==> config.mk <==
export PLATFORM = sky130hd
export DESIGN_NAME = lgp_packer
export DESIGN_NICKNAME = d
export VERILOG_FILES = /design/src/verilog/lgp_pkg.sv /design/src/verilog/lgp_fifo.sv /design/src/verilog/lgp_packer.sv
export SDC_FILE = /design/constraint.sdc
export NUM_CORES = 1
export LEC_CHECK = 0
export BUFFER_PORTS_ARGS = -buffer_cell sky130_fd_sc_hd__buf_2
export CORE_UTILIZATION = 40
export CTS_CLUSTER_DIAMETER = 60
export DETAILED_ROUTE_END_ITERATION = 10
export REMOVE_ABC_BUFFERS = 1
export SYNTH_ARGS = -nofsm -noshare
export SYNTH_HDL_FRONTEND = slang
export SYNTH_SLANG_ARGS = --single-unit
==> constraint.sdc <==
create_clock -name i_clock -period 3.26 [get_ports i_clock]
set_input_delay 0.489 -clock i_clock [delete_from_list [all_inputs] [get_ports i_clock]]
set_output_delay 0.489 -clock i_clock [all_outputs]
set_load 0.05 [all_outputs]
==> src/verilog/lgp_pkg.sv <==
package lgp_pkg;
  // Bus width and pixel formats
  localparam int unsigned BUS_W        = 16;
  localparam int unsigned PIX_W        = 18;
  localparam int unsigned FIFO_DEPTH   = 4;
  localparam int unsigned LINE_PIXELS  = 240;
  // Modes
  localparam logic [1:0] MODE_16_65K   = 2'h0;
  localparam logic [1:0] MODE_16_262K  = 2'h1;
  localparam logic [1:0] MODE_8_65K    = 2'h2;
  localparam logic [1:0] MODE_8_262K   = 2'h3;
  // Writes per line
  localparam logic [9:0] WR_16_65K     = 10'h0f0;
  localparam logic [9:0] WR_16_262K    = 10'h168;
  localparam logic [9:0] WR_8_65K      = 10'h1e0;
  localparam logic [9:0] WR_8_262K     = 10'h2d0;
  // Reset timing
  localparam int unsigned CLK_PERIOD_NS    = 5;
  localparam int unsigned CLEAR_PULSE_US   = 10;
  localparam int unsigned CLEAR_PULSE_CYC  = (CLEAR_PULSE_US * 1000 + CLK_PERIOD_NS - 1) / CLK_PERIOD_NS;
  localparam int unsigned CLEAR_WAIT_MS    = 120;
  localparam int unsigned CLEAR_WAIT_CYC   = CLEAR_WAIT_MS * 1000000 / CLK_PERIOD_NS;
  localparam int unsigned CNT_W            = 25;
endpackage : lgp_pkg

==> src/verilog/lgp_fifo.sv <==
`timescale 1ns/1ps
module lgp_fifo #(
  parameter int unsigned WIDTH = 18,
  parameter int unsigned DEPTH = 4
) (
  // Clock and reset
  input  wire logic             i_clock,
  input  wire logic             i_rst_b,
  // Fill side
  input  wire logic             i_in_valid,
  output logic                  o_in_ready,
  input  wire logic [WIDTH-1:0] i_in_data,
  // Drain side
  output logic                  o_out_valid,
  input  wire logic             i_out_ready,
  output logic      [WIDTH-1:0] o_out_data
);
  localparam int unsigned AW = $clog2(DEPTH);
  logic [WIDTH-1:0] mem_q [DEPTH];
  logic [AW-1:0]    wr_q, wr_d, rd_q, rd_d;
  logic [AW:0]      cnt_q, cnt_d;
  logic             push, pop;

  always_comb begin
    push  = i_in_valid && o_in_ready;
    pop   = o_out_valid && i_out_ready;
    wr_d  = push ? wr_q + 1'b1 : wr_q;
    rd_d  = pop ? rd_q + 1'b1 : rd_q;
    cnt_d = cnt_q + (AW+1)'(push) - (AW+1)'(pop);
  end

  always_ff @(posedge i_clock) begin
    if (!i_rst_b) begin
      wr_q  <= '0;
      rd_q  <= '0;
      cnt_q <= '0;
    end else begin
      wr_q  <= wr_d;
      rd_q  <= rd_d;
      cnt_q <= cnt_d;
    end
  end

  always_ff @(posedge i_clock) begin
    if (push) begin
      mem_q[wr_q] <= i_in_data;
    end
  end

  assign o_in_ready  = (cnt_q != (AW+1)'(DEPTH));
  assign o_out_valid = (cnt_q != '0);
  assign o_out_data  = mem_q[rd_q];
endmodule : lgp_fifo

==> src/verilog/lgp_packer.sv <==
`timescale 1ns/1ps
// Notes on behaviour
// - 16-bit 262K: three writes carry two pixels
// - 8-bit 65K: two writes per pixel, upper lines
// - 8-bit 262K: three writes, R G B
// - 8-bit command on upper lines, select low
// - 16-bit 65K: one pixel per write
module lgp_packer
  import lgp_pkg::*;
#(
  parameter int unsigned CLEAR_PULSE_CYCLES = CLEAR_PULSE_CYC,
  parameter int unsigned CLEAR_WAIT_CYCLES  = CLEAR_WAIT_CYC
) (
  // Clock and reset
  input  wire logic              i_clock,
  input  wire logic              i_rst_b,
  // Configuration
  input  wire logic [1:0]        i_mode,
  input  wire logic              i_panel_reset_b,
  // Host bus, sampled writes
  input  wire logic              i_write_strobe,
  input  wire logic              i_reg_select,
  input  wire logic [BUS_W-1:0]  i_host_data_lines,
  output logic                   o_bus_ready,
  // Command out
  output logic                   o_cmd_valid,
  output logic [7:0]             o_cmd_byte,
  // Pixel stream out
  output logic                   o_pix_valid,
  input  wire logic              i_pix_ready,
  output logic [PIX_W-1:0]       o_pix_data,
  output logic                   o_line_done,
  // Status
  output logic                   o_ready_for_cmd
);
  typedef enum logic [2:0] {
    ST_CLEAR = 3'h1,
    ST_WAIT  = 3'h2,
    ST_RUN   = 3'h4
  } lgp_state_t;

  lgp_state_t        state_q, state_d;
  logic [CNT_W-1:0]  tmr_q, tmr_d;
  logic [1:0]        phase_q, phase_d;
  logic [9:0]        wcnt_q, wcnt_d;
  logic [17:6]       hold_q, hold_d;
  logic [11:6]       part_q, part_d;
  logic              cmd_v_q, cmd_v_d;
  logic [7:0]        cmd_q, cmd_d;
  logic              done_q, done_d;
  logic              f_valid, f_ready;
  logic [PIX_W-1:0]  f_data;
  logic              wr, dw;
  logic [15:0]       d;
  logic [9:0]        line_wr;
  logic              ld_zero;

  assign d  = i_host_data_lines;
  assign wr = i_write_strobe && state_q == ST_RUN;
  assign dw = wr && i_reg_select && f_ready;
  assign o_bus_ready     = f_ready;
  assign o_ready_for_cmd = (state_q == ST_RUN);

  always_comb begin
    case (i_mode)
      MODE_16_65K:  line_wr = WR_16_65K;
      MODE_16_262K: line_wr = WR_16_262K;
      MODE_8_65K:   line_wr = WR_8_65K;
      default:      line_wr = WR_8_262K;
    endcase
  end

  // Reset pulse qualification and release wait
  always_comb begin
    state_d = state_q;
    tmr_d   = tmr_q;
    ld_zero = 1'b0;
    case (state_q)
      ST_CLEAR: begin
        if (!i_panel_reset_b) begin
          tmr_d = (tmr_q == CNT_W'(CLEAR_PULSE_CYCLES)) ? tmr_q : tmr_q + 1'b1;
        end else if (tmr_q >= CNT_W'(CLEAR_PULSE_CYCLES)) begin
          state_d = ST_WAIT;
          tmr_d   = '0;
        end else begin
          tmr_d = '0;
        end
      end
      ST_WAIT: begin
        tmr_d = tmr_q + 1'b1;
        if (tmr_q >= CNT_W'(CLEAR_WAIT_CYCLES - 1)) begin
          state_d = ST_RUN;
          tmr_d   = '0;
        end
      end
      ST_RUN: begin
        if (!i_panel_reset_b) begin
          state_d = ST_CLEAR;
          tmr_d   = CNT_W'(1);
        end
      end
      default: state_d = ST_CLEAR;
    endcase
    if (state_q != ST_RUN) begin
      ld_zero = 1'b1;
    end
  end

  // Write decode and pixel assembly
  always_comb begin
    phase_d = phase_q;
    wcnt_d  = wcnt_q;
    hold_d  = hold_q;
    part_d  = part_q;
    cmd_v_d = 1'b0;
    cmd_d   = cmd_q;
    done_d  = 1'b0;
    f_valid = 1'b0;
    f_data  = '0;
    if (ld_zero) begin
      phase_d = '0;
      wcnt_d  = '0;
    end else if (wr && !i_reg_select) begin
      cmd_v_d = 1'b1;
      phase_d = '0;
      wcnt_d  = '0;
      if (i_mode[1]) begin
        cmd_d = d[15:8];
      end else begin
        cmd_d = d[7:0];
      end
    end else if (dw) begin
      wcnt_d  = (wcnt_q == line_wr - 10'h001) ? 10'h000 : wcnt_q + 10'h001;
      done_d  = (wcnt_q == line_wr - 10'h001);
      phase_d = phase_q + 2'h1;
      case (i_mode)
        MODE_16_65K: begin
          f_valid = 1'b1;
          f_data  = {d[15:11], 1'b0, d[10:5], d[4:0], 1'b0};
          phase_d = '0;
        end
        MODE_16_262K: begin
          if (phase_q == 2'h0) begin
            hold_d[17:6] = {d[15:10], d[7:2]};
          end else if (phase_q == 2'h1) begin
            f_valid = 1'b1;
            f_data  = {hold_q[17:6], d[15:10]};
            part_d[11:6] = d[7:2];
          end else begin
            f_valid = 1'b1;
            f_data  = {part_q[11:6], d[15:10], d[7:2]};
            phase_d = '0;
          end
        end
        MODE_8_65K: begin
          if (phase_q == 2'h0) begin
            hold_d[17:6] = {d[15:11], 1'b0, d[10:8], 3'h0};
          end else begin
            f_valid = 1'b1;
            f_data  = {hold_q[17:12], hold_q[11:9], d[15:13], d[12:8], 1'b0};
            phase_d = '0;
          end
        end
        default: begin
          if (phase_q == 2'h0) begin
            hold_d[17:12] = d[15:10];
          end else if (phase_q == 2'h1) begin
            hold_d[11:6] = d[15:10];
          end else begin
            f_valid = 1'b1;
            f_data  = {hold_q[17:6], d[15:10]};
            phase_d = '0;
          end
        end
      endcase
    end
  end

  always_ff @(posedge i_clock) begin
    if (!i_rst_b) begin
      state_q <= ST_CLEAR;
      tmr_q   <= '0;
      phase_q <= '0;
      wcnt_q  <= '0;
      hold_q  <= '0;
      part_q  <= '0;
      cmd_v_q <= 1'b0;
      cmd_q   <= '0;
      done_q  <= 1'b0;
    end else begin
      state_q <= state_d;
      tmr_q   <= tmr_d;
      phase_q <= phase_d;
      wcnt_q  <= wcnt_d;
      hold_q  <= hold_d;
      part_q  <= part_d;
      cmd_v_q <= cmd_v_d;
      cmd_q   <= cmd_d;
      done_q  <= done_d;
    end
  end

  assign o_cmd_valid = cmd_v_q;
  assign o_cmd_byte  = cmd_q;
  assign o_line_done = done_q;

  lgp_fifo #(
    .WIDTH (PIX_W),
    .DEPTH (FIFO_DEPTH)
  ) u_fifo (
    .i_clock     (i_clock),
    .i_rst_b     (i_rst_b),
    .i_in_valid  (f_valid),
    .o_in_ready  (f_ready),
    .i_in_data   (f_data),
    .o_out_valid (o_pix_valid),
    .i_out_ready (i_pix_ready),
    .o_out_data  (o_pix_data)
  );

  property p_cmd_after_low_write;
    @(posedge i_clock) disable iff (!i_rst_b)
      (wr && !i_reg_select && i_mode[1]) |=> (o_cmd_valid && o_cmd_byte == $past(d[15:8]));
  endproperty
  a_cmd_after_low_write: assert property (p_cmd_after_low_write) else $error("command byte wrong");

  property p_wide_pixel;
    @(posedge i_clock) disable iff (!i_rst_b)
      (dw && i_mode == MODE_16_65K) |-> (f_valid && f_data[17:13] == d[15:11] && f_data[5:1] == d[4:0]);
  endproperty
  a_wide_pixel: assert property (p_wide_pixel) else $error("16-bit 65K pixel wrong");

  property p_262k_third;
    @(posedge i_clock) disable iff (!i_rst_b)
      (dw && i_mode == MODE_16_262K && phase_q == 2'h2) |-> (f_valid && f_data[5:0] == d[7:2]);
  endproperty
  a_262k_third: assert property (p_262k_third) else $error("second pixel blue wrong");

  property p_262k_first_none;
    @(posedge i_clock) disable iff (!i_rst_b)
      (dw && i_mode != MODE_16_65K && phase_q == 2'h0) |-> !f_valid;
  endproperty
  a_262k_first_none: assert property (p_262k_first_none) else $error("pixel on first write");

  property p_8_65k;
    @(posedge i_clock) disable iff (!i_rst_b)
      (dw && i_mode == MODE_8_65K && phase_q == 2'h1) |-> (f_valid && f_data[5:1] == d[12:8]);
  endproperty
  a_8_65k: assert property (p_8_65k) else $error("8-bit 65K blue wrong");

  property p_line_done;
    @(posedge i_clock) disable iff (!i_rst_b)
      (dw && i_mode == MODE_16_262K && wcnt_q == 10'h167) |=> (o_line_done && wcnt_q == 10'h000);
  endproperty
  a_line_done: assert property (p_line_done) else $error("line end not at 360");

  property p_short_pulse;
    @(posedge i_clock) disable iff (!i_rst_b)
      (state_q == ST_CLEAR && i_panel_reset_b && tmr_q < CNT_W'(CLEAR_PULSE_CYCLES)) |=> state_q == ST_CLEAR;
  endproperty
  a_short_pulse: assert property (p_short_pulse) else $error("short reset accepted");

  property p_wait_blocks;
    @(posedge i_clock) disable iff (!i_rst_b)
      (state_q == ST_WAIT) |-> (!o_ready_for_cmd && !o_cmd_valid && !o_line_done);
  endproperty
  a_wait_blocks: assert property (p_wait_blocks) else $error("ready during wait");
endmodule : lgp_packer

==> flow_summary.yaml <==
drt:
  drc: 0
  wirelength_um: 17600
  wire_per_inst_um: 18.0
  firstDrtPassIters: 5
  via_per_inst: 5.72
  ant_nets: 0
  drt-initial-drc-count: 405
  vias: 5592
grt:
  grt_pass1_wl_um: 28200
  busiest_layer: "met2"
  grt_use_met3_pct: 4.51
  grt_pass1_vias: 5538
  antenna_found_initial: 0
  gr-usage-met2_pct: 34.0
  grt_overflow: 0
  grt_usage_pct: 20.0
  grt_max_degree: 33
  grtUsageMet1_pct: 24.6
floorplan:
  rows: 48
  initial_core_util_pct: 41.3
  core_um2: 17500
  ios: 55
  die_y_um: 136
  dieArea_um2: 18600
  die_w_um: 136
synthesis:
  yosysWarnings: 0
  ys_ff_latch: 149
  synth.most_common_cell: "nor2_1"
  netlist_instances: 682
  synth_edf_count: 72
  synthTopCellsByCount: "nor2_1 (90), dfxtp_1 (77), edfxtp_1 (72), nand2_1 (54), a21oi_1 (37)"
  synth_top_area_cell: "edfxtp_1"
  synthFlopType: "dfxtp_1"
  seq_area_frac_synth_pct: 51.3
  synth_cell_types: 62
  netlist_area_um2: 7210
  synth.top_cell.area_share_pct: 30.0
  synthTopCellsByArea: "edfxtp_1 (30%), dfxtp_1 (21%), mux4_2 (5.6%)"
  syn-mean-instance-area_um2: 10.6
  synthArstFlopShare_pct: 0
cts:
  hold_buffers: 0
  ctsResizeCount: 0
  ctsLongestPathBuffers: 2
  root_buffer: "clkbuf_16"
  clock_latency_ps: 430
  clock-sinks: 149
  cts_max_level: 4
  clk_pin_slew_ps: 70
  cts_tree: "done"
  postCtsSetupRepairBufs: 0
  cts_made_buffers: 17
setup_path:
  rr_worst_depth: 6
  start_kind: "register"
  r2r-start: "state_q[1]"
  ff2ff_setup_slack_ps: 640
  cp-end-kind: "register"
  arrival_ps: 2970
  crit_type: "register to register"
  cp_max_fo: 30
  regToRegEndpoint: "tmr_q[18]"
  required_ps: 3620
  cp-endpoint: "tmr_q[18]"
  crit_start: "state_q[1]"
cells_and_area:
  fillers: 1599
  layout-drive-gt1-share_pct: 19.3
  fin_nets: 781
  layout-area-overhead-vs-synth_pct: 15.9
  n_antenna_cell: 0
placement:
  post-dp-hpwl_um: 11900
  place_ws_ps: 335
  io_buffers: 54
  place.gp.congestion: 0.905
timing:
  finClkSkew_ps: 13.3
  worstMarginPinSlew_ps: 946
  fmax_mhz: 382
  tns_ps: 0
  hold_violations: 0
  maxSlewViolCount: 0
  setup_ws_ps: 644
  maxSlewHeadroom_pct: 36.9
  layout_min_cycle_time_ps: 2620
  rsz0062_at_grt: "no"
  fin_crit_sh_pct: 80.3
  setup_viol: 0
flow_run:
  drv_cap: 0
power_and_ir_drop:
  p_leak_nw: 2.96
  p_total_mw: 5.35
  peakVddDrop_uv: 486
  powerDensity_nw_per_um2: 640
min_path:
  hold_class: "primary input to register"
  holdPathStages: 3
  min_from: "i_panel_reset_b"
status:
  status: "finished, final reports clean"
[stage by stage]
step,cell area [µm²],hold WS (ps),util [%],cells
final,8360,391,47.8,978
after global routing,8360,431,47.8,978
after CTS,8360,385,47.8,978
after detailed placement,7740,442,44.3,946
after global placement,7740,446,44.3,946
after floorplan,7040,432,-,647
[cell type report]
cell class | instances | area (µm²) | share of cell area [%]
multi-input combinational | 466 | 3210 | 38.5
tap | 225 | 282 | 3.37
clock inverter | 13 | 183 | 2.19
timing repair buffer | 74 | 420 | 5.03
sequential | 149 | 3700 | 44.3
clock buffer | 19 | 433 | 5.18
inverter | 32 | 123 | 1.47
[how the worst min path moves through the flow]
| stage | end | slack (ps) |
|---|---|---|
| final | state_q[2] | 390 |
| after global routing | hold_q[6] | 430 |
| after CTS | state_q[2] | 390 |
| after detailed placement | o_cmd_byte[0] | 440 |
| after global placement | o_cmd_byte[0] | 450 |
| after floorplan | hold_q[12] | 430 |
[critical path, cell delays in order (launching register included)]
cell      delay [ps]
dfxtp_1          380
or3b_2           510
o21bai_1         180
a31oi_1          210
a31o_2           630
or4b_1           500
a31oi_1          140
[registers in the layout, summed over array words and instances, names as in the netlist, named ones only]
signal	flops
part_q	6
tmr_q	25
state_q	3
u_fifo.rd_q	2
u_fifo.cnt_q	3
u_fifo.mem_q	72
o_cmd_valid	1
wcnt_q	10
o_line_done	1
phase_q	2
u_fifo.wr_q	2
hold_q	12
o_cmd_byte	8
[layer usage]
metal	part of all wire [%]	vias up
li1	-	2627
met1	43	2769
met2	51	172
met3	4.8	24
met4	1.5	0
met5	0	-
[cell usage in the layout (no fill, tap or decap), types with 5 or more instances in the layout]
master / count
o22ai_2: 10
a31oi_1: 15
o21ai_0: 17
a22oi_1: 13
nand2_1: 54
o211ai_1: 6
nor3b_1: 5
xor2_1: 10
ha_1: 16
a21oi_1: 37
nand2b_1: 11
edfxtp_1: 72
and3_1: 8
dfxtp_1: 77
nand4_1: 15
nor4_1: 7
and2_1: 8
xnor2_1: 8
mux4_2: 18
inv_1: 31
clkbuf_16: 17
nor2_1: 90
nand3_1: 31
buf_4: 20
buf_2: 54
mux2i_1: 24
a222oi_1: 5
[power by group]
part	internal (mW)	leakage [nW]	switching [mW]
clock	1.28	0.292	0.762
combinational	0.429	1.29	0.868
sequential	1.98	1.37	0.0374
[cells by family (layout without fill, tap and decap cells)]
| logic type | count (synthesis) | after routing | synth area share [%] |
|---|---|---|---|
| DFF | 149 | 149 | 51.3 |
| adders and majority gates | 17 | 17 | 3.05 |
| xor gates and xnor gates | 18 | 18 | 2.19 |
| buffers and inverters | 67 | 138 | 4.09 |
| AOI/OAI and AO/OA | 128 | 128 | 12.5 |
| and+or+nand+nor | 261 | 261 | 17.9 |
| muxes | 42 | 42 | 8.95 |
No activity file was read; power rests on OpenSTA's default activity.
